**src/rtl/bus_pkg.sv**
```systemverilog
// bus_pkg: constants, codes and types of the external bus cycle engine.
// assumes a single 50 MHz reference clock; the bus clock is derived from it.
package bus_pkg;

    // ==========================================================
    // timing
    localparam int REF_CLK_PERIOD_NS = 20;
    localparam int REF_CYCLES_PER_TSTATE = 2; // one bus clock period per t-state
    localparam int QUEUE_BYTES = 8;

    // ==========================================================
    // reset values of the bus pins
    localparam logic STROBE_N_RESET = 1'b1;
    localparam logic LATCH_RESET = 1'b1;
    localparam logic [3:0] CODE_RESET = 4'h0;

    // ==========================================================
    // cycle-reason codes
    localparam logic [3:0] CODE_IDLE = 4'h0;
    localparam logic [3:0] CODE_WAIT_INSTR = 4'h1;
    localparam logic [3:0] CODE_DSP = 4'h2;
    localparam logic [3:0] CODE_SLAVE_WAIT = 4'h3;
    localparam logic [3:0] CODE_INTA_MASTER = 4'h4;
    localparam logic [3:0] CODE_INTA_CASC = 4'h5;
    localparam logic [3:0] CODE_EOI_MASTER = 4'h6;
    localparam logic [3:0] CODE_EOI_CASC = 4'h7;
    localparam logic [3:0] CODE_SEQ_FETCH = 4'h8;
    localparam logic [3:0] CODE_NONSEQ_FETCH = 4'h9;
    localparam logic [3:0] CODE_DATA = 4'hA;
    localparam logic [3:0] CODE_MOD_READ = 4'hB;
    localparam logic [3:0] CODE_EA_READ = 4'hC;
    localparam logic [3:0] CODE_SLAVE_OPERAND = 4'hD;
    localparam logic [3:0] CODE_SLAVE_STATUS = 4'hE;
    localparam logic [3:0] CODE_SLAVE_ID = 4'hF;

    // ==========================================================
    // request classes from the core
    typedef enum logic [3:0] {
        CLS_DATA = 4'h0, CLS_MOD_READ = 4'h1, CLS_EA_READ = 4'h2, CLS_DSP = 4'h3,
        CLS_INTA_MASTER = 4'h4, CLS_INTA_CASC = 4'h5, CLS_EOI_MASTER = 4'h6,
        CLS_EOI_CASC = 4'h7, CLS_SLAVE_OPERAND = 4'h8, CLS_SLAVE_STATUS = 4'h9,
        CLS_SLAVE_ID = 4'hA
    } req_class_t;

    // bus t-states, one-hot
    typedef enum logic [4:0] {
        TS_IDLE = 5'h01, TS_T1 = 5'h02, TS_T2 = 5'h04, TS_T3 = 5'h08, TS_T4 = 5'h10
    } tstate_t;

    // class to shown code; unused class values fall back to plain data
    function automatic logic [3:0] class_code(input req_class_t cls);
        case (cls)
            CLS_MOD_READ: return CODE_MOD_READ;
            CLS_EA_READ: return CODE_EA_READ;
            CLS_DSP: return CODE_DSP;
            CLS_INTA_MASTER: return CODE_INTA_MASTER;
            CLS_INTA_CASC: return CODE_INTA_CASC;
            CLS_EOI_MASTER: return CODE_EOI_MASTER;
            CLS_EOI_CASC: return CODE_EOI_CASC;
            CLS_SLAVE_OPERAND: return CODE_SLAVE_OPERAND;
            CLS_SLAVE_STATUS: return CODE_SLAVE_STATUS;
            CLS_SLAVE_ID: return CODE_SLAVE_ID;
            default: return CODE_DATA;
        endcase
    endfunction : class_code

endpackage : bus_pkg

```
**src/rtl/stall_if.sv**
```systemverilog
// stall_if: wait-state control between the cycle engine and its stall counter.
// assumes both ends sit in the ref_clk domain.
`timescale 1ns/100ps
interface stall_if;
    logic load;
    logic step;
    logic [1:0] fixed_code_n;
    logic open_n;
    logic no_stall;
    logic extend;

    modport ctl (output load, step, fixed_code_n, open_n, no_stall, input extend);
    modport cnt (input load, step, fixed_code_n, open_n, no_stall, output extend);
endinterface : stall_if

```
**src/rtl/bus_cycle_engine.sv**
```systemverilog
// bus_cycle_engine: external bus cycles, status codes, stalls and prefetch.
// assumes the core holds a request until req_ready and splits odd words.
//
// Operation
// four-bit reason code, first pin least significant
// idle codes 0000, wait 0001, slave 0011
// interrupt acknowledge 0100, cascaded vector 0101
// interrupt return reads 0110, cascaded 0111
// data 1010, dsp 0010, modify read 1011, ea 1100
// sequential fetch 1000, first after purge 1001
// slave operand 1101, status 1110, id 1111
// unstalled cycle is T1 to T4, else idle
// T1: address out, strobe pulse, latch, direction
// T2: turn bus, timing, buffer, read/store strobes
// T3 holds all controls steady, repeatable
// read data captured at T4 start edge
// T4 releases strobes, buffer enable mid T4
// reason code changes at T4 start, ahead
// stalls allowed except slave cycles
// stall inputs sampled only at T2 end; the code samples the open-ended stall live at each later T3 end
// fixed stall code: active-low count, 0 to 3
// open-ended stall adds T3 while active
// prefetch even words when queue not full; the code needs two bytes free and fetches one byte at an odd flush_target
// first fetch after break is non-sequential
// interrupt cycles are single-byte reads
// A0 low selects low lane, enable selects high
`timescale 1ns/100ps
module bus_cycle_engine #(
    parameter int ADDR_W = 24,
    parameter int QUEUE_BYTES = bus_pkg::QUEUE_BYTES
) (
    // clock and reset
    input wire logic ref_clk,
    input wire logic reset,
    // core requests
    input wire logic req_valid,
    input wire bus_pkg::req_class_t req_class,
    input wire logic [ADDR_W-1:0] req_addr,
    input wire logic req_write,
    input wire logic req_word,
    input wire logic [15:0] req_wdata,
    output logic req_ready,
    output logic [15:0] read_data,
    output logic read_valid,
    output logic fetch_valid,
    // core state and prefetch queue
    input wire logic wait_instr_active,
    input wire logic slave_wait_active,
    input wire logic queue_take,
    input wire logic queue_flush,
    input wire logic [ADDR_W-1:0] flush_target,
    // bus pins
    output logic bus_clock_out,
    output logic [3:0] cycle_reason_code,
    input wire logic [15:0] muxed_addr_data_in,
    output logic [15:0] muxed_addr_data_out,
    output logic muxed_addr_data_oe,
    output logic [ADDR_W-17:0] upper_address,
    output logic addr_strobe_n,
    output logic latch_strobe,
    output logic direction_in_n,
    output logic high_byte_enable_n,
    output logic timing_state_out_n,
    output logic data_buffer_en_n,
    output logic read_strobe_n,
    output logic store_strobe_n,
    input wire logic [1:0] fixed_stall_code,
    input wire logic open_ended_stall_n
);

    // ==========================================================
    // state
    bus_pkg::tstate_t tstate_reg, tstate_next;
    logic phase_reg, bus_clk_reg;
    logic [3:0] code_reg, level_reg;
    logic [ADDR_W-1:0] fetch_pc_reg, nxt_addr_reg;
    logic nonseq_reg, req_ready_reg;
    logic nxt_valid_reg, nxt_write_reg, nxt_word_reg, nxt_fetch_reg, nxt_slave_reg;
    logic [15:0] nxt_wdata_reg, cur_wdata_reg, read_data_reg, out_reg;
    logic cur_write_reg, cur_fetch_reg, cur_odd_reg, cur_slave_reg, cur_stale_reg;
    logic read_valid_reg, fetch_valid_reg, oe_reg, ads_n_reg, latch_reg, dir_n_reg;
    logic hbyte_n_reg, tim_n_reg, buf_n_reg, rd_n_reg, wr_n_reg;
    logic [ADDR_W-17:0] upper_reg;

    stall_if st ();

    stall_counter u_stall (
        .ref_clk(ref_clk),
        .reset(reset),
        .st(st)
    );

    // ==========================================================
    // request decode and selection
    wire is_idle = (tstate_reg == bus_pkg::TS_IDLE);
    wire [3:0] req_code = bus_pkg::class_code(req_class);
    wire req_int = (req_code[3:2] == 2'h1);
    wire req_slave = (req_code >= bus_pkg::CODE_SLAVE_OPERAND);
    wire req_can_write = (req_code == bus_pkg::CODE_DATA) ||
        (req_code == bus_pkg::CODE_DSP) || (req_code == bus_pkg::CODE_SLAVE_OPERAND);
    wire fetch_room = !queue_flush && (level_reg <= 4'(QUEUE_BYTES - 2));
    wire have_work = req_valid || fetch_room;
    wire end_t3 = phase_reg && (tstate_reg == bus_pkg::TS_T3) && !st.extend;
    wire sel_point = end_t3 || (phase_reg && is_idle);
    wire [3:0] idle_code = slave_wait_active ? bus_pkg::CODE_SLAVE_WAIT :
        wait_instr_active ? bus_pkg::CODE_WAIT_INSTR : bus_pkg::CODE_IDLE;
    // requests win over prefetch; interrupt cycles forced to byte reads
    wire pick_write = req_valid && req_write && req_can_write && !req_int;
    wire pick_word = req_valid ? (req_word && !req_int && !req_addr[0]) : !fetch_pc_reg[0];
    wire [ADDR_W-1:0] pick_addr = req_valid ? req_addr : fetch_pc_reg;
    wire [3:0] pick_code = req_valid ? req_code :
        (nonseq_reg ? bus_pkg::CODE_NONSEQ_FETCH : bus_pkg::CODE_SEQ_FETCH);
    wire pick_fetch = !req_valid;
    wire pick_slave = req_valid && req_slave;
    // from idle the cycle starts on the pick; after T4 on the latched pick
    wire nxt_go = nxt_valid_reg && !(queue_flush && nxt_fetch_reg);
    wire [ADDR_W-1:0] src_addr = is_idle ? pick_addr : nxt_addr_reg;
    wire src_write = is_idle ? pick_write : nxt_write_reg;
    wire src_word = is_idle ? pick_word : nxt_word_reg;
    wire src_fetch = is_idle ? pick_fetch : nxt_fetch_reg;
    wire src_slave = is_idle ? pick_slave : nxt_slave_reg;
    wire [15:0] src_wdata = is_idle ? req_wdata : nxt_wdata_reg;
    wire start_t1 = phase_reg && (tstate_next == bus_pkg::TS_T1) && !(tstate_reg == bus_pkg::TS_T1);

    // queue occupancy counts bytes reserved, so a fill in flight is counted
    wire reserve = sel_point && !req_valid && fetch_room;
    wire [3:0] reserve_amt = reserve ? (fetch_pc_reg[0] ? 4'h1 : 4'h2) : 4'h0;
    wire [3:0] take_amt = queue_take ? ((level_reg >= 4'h2) ? 4'h2 : level_reg) : 4'h0;
    wire [3:0] level_next = queue_flush ? 4'h0 : (level_reg - take_amt + reserve_amt);

    // stall counter hookup
    assign st.load = phase_reg && (tstate_reg == bus_pkg::TS_T2);
    assign st.step = phase_reg && (tstate_reg == bus_pkg::TS_T3);
    assign st.fixed_code_n = fixed_stall_code;
    assign st.open_n = open_ended_stall_n;
    assign st.no_stall = cur_slave_reg;

    // ==========================================================
    // t-state sequencing
    always_comb begin
        tstate_next = tstate_reg;
        case (tstate_reg)
            bus_pkg::TS_IDLE: if (have_work) tstate_next = bus_pkg::TS_T1;
            bus_pkg::TS_T1: tstate_next = bus_pkg::TS_T2;
            bus_pkg::TS_T2: tstate_next = bus_pkg::TS_T3;
            bus_pkg::TS_T3: if (!st.extend) tstate_next = bus_pkg::TS_T4;
            bus_pkg::TS_T4: tstate_next = nxt_go ? bus_pkg::TS_T1 : bus_pkg::TS_IDLE;
            default: tstate_next = bus_pkg::TS_IDLE;
        endcase
    end

    // bus clock is ref_clk halved; a t-state begins on its rising edge
    always_ff @(posedge ref_clk) begin
        if (reset) begin
            phase_reg <= 1'b0;
            bus_clk_reg <= 1'b0;
            tstate_reg <= bus_pkg::TS_IDLE;
        end else begin
            phase_reg <= !phase_reg;
            bus_clk_reg <= phase_reg;
            if (phase_reg) tstate_reg <= tstate_next;
        end
    end

    // ==========================================================
    // selection, status code and prefetch bookkeeping
    always_ff @(posedge ref_clk) begin
        if (reset) begin
            code_reg <= bus_pkg::CODE_RESET;
            req_ready_reg <= 1'b0;
            nxt_valid_reg <= 1'b0;
            nxt_fetch_reg <= 1'b0;
            level_reg <= 4'h0;
            fetch_pc_reg <= '0;
            nonseq_reg <= 1'b1;
        end else begin
            req_ready_reg <= sel_point && req_valid;
            if (sel_point) begin
                code_reg <= have_work ? pick_code : idle_code;
                nxt_valid_reg <= have_work;
                nxt_fetch_reg <= pick_fetch;
            end else if (queue_flush && nxt_fetch_reg) begin
                nxt_valid_reg <= 1'b0; // a fetch not yet begun is dropped
            end
            level_reg <= level_next;
            if (queue_flush) begin
                fetch_pc_reg <= flush_target;
                nonseq_reg <= 1'b1;
            end else if (reserve) begin
                fetch_pc_reg <= fetch_pc_reg + ADDR_W'(reserve_amt);
                nonseq_reg <= 1'b0;
            end
        end
    end

    // latched pick for the cycle that follows a T4; no reset needed
    always_ff @(posedge ref_clk) begin
        if (sel_point) begin
            nxt_addr_reg <= pick_addr;
            nxt_write_reg <= pick_write;
            nxt_word_reg <= pick_word;
            nxt_slave_reg <= pick_slave;
            nxt_wdata_reg <= req_wdata;
        end
    end

    // ==========================================================
    // current cycle attributes and read capture
    always_ff @(posedge ref_clk) begin
        if (reset) begin
            cur_write_reg <= 1'b0;
            cur_fetch_reg <= 1'b0;
            cur_odd_reg <= 1'b0;
            cur_slave_reg <= 1'b0;
            cur_stale_reg <= 1'b0;
            cur_wdata_reg <= 16'h0000;
        end else if (start_t1) begin
            cur_write_reg <= src_write;
            cur_fetch_reg <= src_fetch;
            cur_odd_reg <= src_addr[0] && !src_word;
            cur_slave_reg <= src_slave;
            cur_wdata_reg <= src_word ? src_wdata : {2{src_wdata[7:0]}};
            cur_stale_reg <= 1'b0;
        end else if (queue_flush) begin
            cur_stale_reg <= 1'b1; // fill from before a flush is discarded
        end
    end

    always_ff @(posedge ref_clk) begin
        if (reset) begin
            read_data_reg <= 16'h0000;
            read_valid_reg <= 1'b0;
            fetch_valid_reg <= 1'b0;
        end else begin
            read_valid_reg <= 1'b0;
            fetch_valid_reg <= 1'b0;
            if (end_t3 && !cur_write_reg) begin
                // odd byte arrives on the high lane
                read_data_reg <= cur_odd_reg ? {8'h00, muxed_addr_data_in[15:8]} :
                    muxed_addr_data_in;
                read_valid_reg <= !cur_fetch_reg;
                fetch_valid_reg <= cur_fetch_reg && !cur_stale_reg && !queue_flush;
            end
        end
    end

    // ==========================================================
    // bus pin drivers, each step on a rising or falling bus clock edge
    always_ff @(posedge ref_clk) begin
        if (reset) begin
            out_reg <= 16'h0000;
            oe_reg <= 1'b0;
            upper_reg <= '0;
            ads_n_reg <= bus_pkg::STROBE_N_RESET;
            latch_reg <= bus_pkg::LATCH_RESET;
            dir_n_reg <= bus_pkg::STROBE_N_RESET;
            hbyte_n_reg <= bus_pkg::STROBE_N_RESET;
            tim_n_reg <= bus_pkg::STROBE_N_RESET;
            buf_n_reg <= bus_pkg::STROBE_N_RESET;
            rd_n_reg <= bus_pkg::STROBE_N_RESET;
            wr_n_reg <= bus_pkg::STROBE_N_RESET;
        end else if (start_t1) begin
            out_reg <= src_addr[15:0];
            upper_reg <= src_addr[ADDR_W-1:16];
            oe_reg <= 1'b1;
            ads_n_reg <= 1'b0;
            latch_reg <= 1'b1;
            dir_n_reg <= src_write;
            hbyte_n_reg <= !(src_word || src_addr[0]);
        end else if (!phase_reg && tstate_reg == bus_pkg::TS_T1) begin
            ads_n_reg <= 1'b1; // falling edge closes the external latch
            latch_reg <= 1'b0;
        end else if (phase_reg && tstate_reg == bus_pkg::TS_T1) begin
            out_reg <= cur_wdata_reg;
            oe_reg <= cur_write_reg;
            tim_n_reg <= 1'b0;
            buf_n_reg <= 1'b0;
            rd_n_reg <= cur_write_reg;
            wr_n_reg <= !cur_write_reg;
        end else if (end_t3) begin
            rd_n_reg <= 1'b1;
            wr_n_reg <= 1'b1;
            tim_n_reg <= 1'b1;
        end else if (!phase_reg && tstate_reg == bus_pkg::TS_T4) begin
            buf_n_reg <= 1'b1; // late release covers data hold
        end else if (phase_reg && tstate_reg == bus_pkg::TS_T4) begin
            latch_reg <= 1'b1;
            oe_reg <= 1'b0;
            dir_n_reg <= 1'b1;
            hbyte_n_reg <= 1'b1;
        end
    end

    // ==========================================================
    // outputs
    assign req_ready = req_ready_reg;
    assign read_data = read_data_reg;
    assign read_valid = read_valid_reg;
    assign fetch_valid = fetch_valid_reg;
    assign bus_clock_out = bus_clk_reg;
    assign cycle_reason_code = code_reg;
    assign muxed_addr_data_out = out_reg;
    assign muxed_addr_data_oe = oe_reg;
    assign upper_address = upper_reg;
    assign addr_strobe_n = ads_n_reg;
    assign latch_strobe = latch_reg;
    assign direction_in_n = dir_n_reg;
    assign high_byte_enable_n = hbyte_n_reg;
    assign timing_state_out_n = tim_n_reg;
    assign data_buffer_en_n = buf_n_reg;
    assign read_strobe_n = rd_n_reg;
    assign store_strobe_n = wr_n_reg;
endmodule : bus_cycle_engine

```
**src/rtl/stall_counter.sv**
```systemverilog
// stall_counter: decides at each T3 end whether another T3 follows.
// assumes load pulses at the T2 end edge and step at each T3 end edge.
`timescale 1ns/100ps
module stall_counter (
    // clock and reset
    input wire logic ref_clk,
    input wire logic reset,
    // control from the cycle engine
    stall_if.cnt st
);

    logic [1:0] fixed_left_reg;
    logic open_t2_reg;
    logic first_reg;

    // ==========================================================
    // fixed count first, then the open-ended input each T3
    always_ff @(posedge ref_clk) begin
        if (reset) begin
            fixed_left_reg <= 2'h0;
            open_t2_reg <= 1'b0;
            first_reg <= 1'b0;
        end else if (st.load) begin
            fixed_left_reg <= st.no_stall ? 2'h0 : ~st.fixed_code_n;
            open_t2_reg <= !st.no_stall && !st.open_n;
            first_reg <= 1'b1;
        end else if (st.step) begin
            if (fixed_left_reg != 2'h0) begin
                fixed_left_reg <= fixed_left_reg - 2'h1;
            end
            first_reg <= 1'b0;
        end
    end

    // the base T3 uses the T2 sample; later waits sample the pin live
    assign st.extend = (fixed_left_reg != 2'h0) ||
        (first_reg ? open_t2_reg : !st.open_n);

endmodule : stall_counter

```
**config.mk**
```make
export PLATFORM = sky130hd
export DESIGN_NAME = bus_cycle_engine
export DESIGN_NICKNAME = d
export VERILOG_FILES = /design/src/rtl/bus_pkg.sv /design/src/rtl/stall_if.sv /design/src/rtl/bus_cycle_engine.sv /design/src/rtl/stall_counter.sv
export SDC_FILE = /design/constraint.sdc
export NUM_CORES = 1
export LEC_CHECK = 0
export BUFFER_PORTS_ARGS = -buffer_cell sky130_fd_sc_hd__buf_2
export CAP_MARGIN = 20
export CELL_PAD_IN_SITES_DETAIL_PLACEMENT = 1
export CELL_PAD_IN_SITES_GLOBAL_PLACEMENT = 1
export CORE_MARGIN = 2
export CORE_UTILIZATION = 40
export CTS_BUF_LIST = sky130_fd_sc_hd__clkbuf_4 sky130_fd_sc_hd__clkbuf_8
export DETAILED_ROUTE_END_ITERATION = 10
export PLACE_DENSITY_LB_ADDON = 0.1
export SLEW_MARGIN = 10
export SYNTH_ARGS = -nofsm -noshare
export SYNTH_HDL_FRONTEND = slang
export SYNTH_HIERARCHICAL = 1
export SYNTH_SLANG_ARGS = --single-unit
```
**constraint.sdc**
```tcl
create_clock -name ref_clk -period 4.5 [get_ports ref_clk]
set_input_delay 1.125 -clock ref_clk [delete_from_list [all_inputs] [get_ports ref_clk]]
set_output_delay 1.125 -clock ref_clk [all_outputs]
set_load 0.01 [all_outputs]
```
==> flow_summary.json <==
{
  "slew_headroom": 0.444,
  "finalWorstSetupSlack_ns": 0.373,
  "mostFrequentLayoutCell": "buf_2",
  "syn-cell-area_um2": 7950,
  "drtAntennaViolNets": 0,
  "pin_count": 153,
  "dp_slack_ns": -0.0552,
  "place_congestion": 0.833,
  "max_freq_ghz": 0.242,
  "root_buffer": "clkbuf_8",
  "wire_per_inst_um": 20.1,
  "clock_skew_ns": 0.0134,
  "setup_viol": 0,
  "fp.dieH_um": 145,
  "cp.arrival_ns": 4.49,
  "power_uw": 3490,
  "critPathLaunch": "open_ended_stall_n",
  "finalInstanceArea_um2": 9320,
  "synth_ff_type": "dfxtp_1",
  "cts.sinks": 162,
  "drtPass1Iterations": 4,
  "synth_seq_cells": 162,
  "cts.path.max_buffers": 2,
  "drc": 0,
  "period_minus_slack_ns": 4.13,
  "num-nets-final": 1069,
  "ctsHoldBuffers": 0,
  "diodes": 0,
  "netlist-cell-type-count": 64,
  "grt_overflow": 0,
  "final_cell_mix": "buf_2 (152), dfxtp_1 (119), nand2_1 (97)",
  "vias": 6951,
  "hold_depth": 1,
  "status": "finished, final reports clean",
  "rows": 51,
  "die_area_um2": 21000,
  "drt_iter0_markers": 356,
  "place_hpwl_um": 18000,
  "rsz0062_at_grt": "false",
  "post_dp_cell_area_um2": 8930,
  "fin_crit_sh": 0.917,
  "start_util": 0.408,
  "async_flop_share": 0,
  "core_area_um2": 19500,
  "avgSynthCellArea_um2": 9.52,
  "whs_ns": 0.471,
  "path_class": "input pin to flip-flop",
  "syn_inst": 835,
  "syn_to_final_growth_pct": 17.2,
  "multi_input_area_um2": 3910,
  "cts_buffers": 17,
  "path_max_fanout": 5,
  "via_per_inst": 5.61,
  "synth.yosys.warnings": 6,
  "postCtsSetupRepairBufs": 0,
  "io_buffers": 152,
  "place_inst": 1208,
  "regArea_um2": 3670,
  "ys_seq_area_frac": 0.462,
  "antenna_found_initial": 0,
  "die_w_um": 145,
  "fill_cells": 2282,
  "htree_levels": 4,
  "post_cts_resize_count": 0,
  "r2r_setup_slack_ns": 0.68,
  "reg2reg_depth": 11,
  "vdd_drop_max_uv": 239,
  "routed_wl_um": 24900,
  "instances_no_fill": 1240,
  "end_kind": "flip-flop",
  "hold_viol": 0,
  "required_ns": 4.86,
  "r2r-start": "u_stall/fixed_left_reg[0]$_SDFFE_PP0P_",
  "powerDensity_nw_per_um2": 375,
  "leakage_uw": 0.00370,
  "min-delay-start": "addr_strobe_n$_SDFFE_PP1P_",
  "synth_edf_count": 43,
  "track_usage": 0.239,
  "worst_pin_slew_ns": 0.833,
  "grt_pass1_wl_um": 40000,
  "clk_latency_ns": 0.47,
  "cts_tree": "done",
  "grt_max_degree": 64,
  "report.final.slew_viol_count": 0,
  "grt_pass1_vias": 7280,
  "drv_cap": 0,
  "syn_nets": 942,
  "start_kind": "input pin",
  "min_path_type": "flip-flop to flip-flop",
  "clkTransAtPathRegs_ns": 0.09,
  "drive_gt1_frac": 0.275
}
[final timing paths]
check	end
max	fetch_pc_reg[22]$_SDFFE_PP0P_
min	addr_strobe_n$_SDFFE_PP1P_
max reg2reg	fetch_pc_reg[22]$_SDFFE_PP0P_
min reg2reg	addr_strobe_n$_SDFFE_PP1P_
[area by class of cell]
cell class | count | share of cell area
Timing Repair Buffer | 173 | 0.0999
Tap cell | 265 | 0.0356
Multi-Input combinational cell | 587 | 0.419
Clock inverter | 13 | 0.0133
Inverter | 21 | 0.00980
Clock buffer | 19 | 0.0281
Sequential cell | 162 | 0.394
[power breakdown]
part,internal (uW),switching [uW]
clock network,475,585
registers,1620,85.9
logic,286,444
total,2380,1110
[cell usage after synthesis (all sizes together) (8+ instances only)]
cell type  instances  area (um^2)
o2111ai            9         78.8
nand3             13         70.1
a21boi             9         67.6
a31oi              8         50.1
and3              12         75.1
inv               20         75.1
nor2              47          176
nor3b             11         82.6
nand4             13         81.3
a21oi             67          335
a211oi            19          143
mux2              49          552
nor2b             11         76.3
mux2i             28          280
clkbuf            49          184
a311oi            29          254
dfxtp            119         2380
nor3              22          115
o21a              11         82.6
nand2             98          375
o21ai             31          155
buf               16          100
or3               10         62.6
edfxtp            43         1290
ha                 8          100
[metal layers]
layer / part of all wire / GRT usage
met1: 0.46 / 0.315
met2: 0.48 / 0.401
met3: 0.048 / 0.0531
met4: 0.012 / 0.0525
met5: 0 / 0
[worst max-delay path, cell delays in order]
cell	delay, ns
buf_2	0.09
inv_1	0.03
mux2i_1	0.13
nand2_1	0.13
or3b_2	0.53
a21o_1	0.28
or3_1	0.45
fa_1	0.43
nor3_1	0.34
nand4_1	0.25
or3_1	0.39
a311oi_1	0.31
[stage by stage]
| stage | utilization | TNS (ns) |
|---|---|---|
| 2_1_floorplan | - | 0 |
| 3_3_place_gp | 0.459 | 0 |
| 3_5_place_dp | 0.459 | -0.104 |
| 4_1_cts | 0.479 | 0 |
| 5_1_grt | 0.479 | 0 |
| 6_report | 0.479 | 0 |
[cells by family after synthesis]
| group | synth area share |
|---|---|
| AO/OA/AOI/OAI | 0.184 |
| XOR/XNOR | 0.0110 |
| adder cells (fa/ha/maj) | 0.0201 |
| buffers and inverters | 0.0472 |
| flip-flops | 0.462 |
| multiplexers | 0.105 |
| AND/OR/NAND/NOR | 0.171 |
Power figures use the tool's default switching activity.
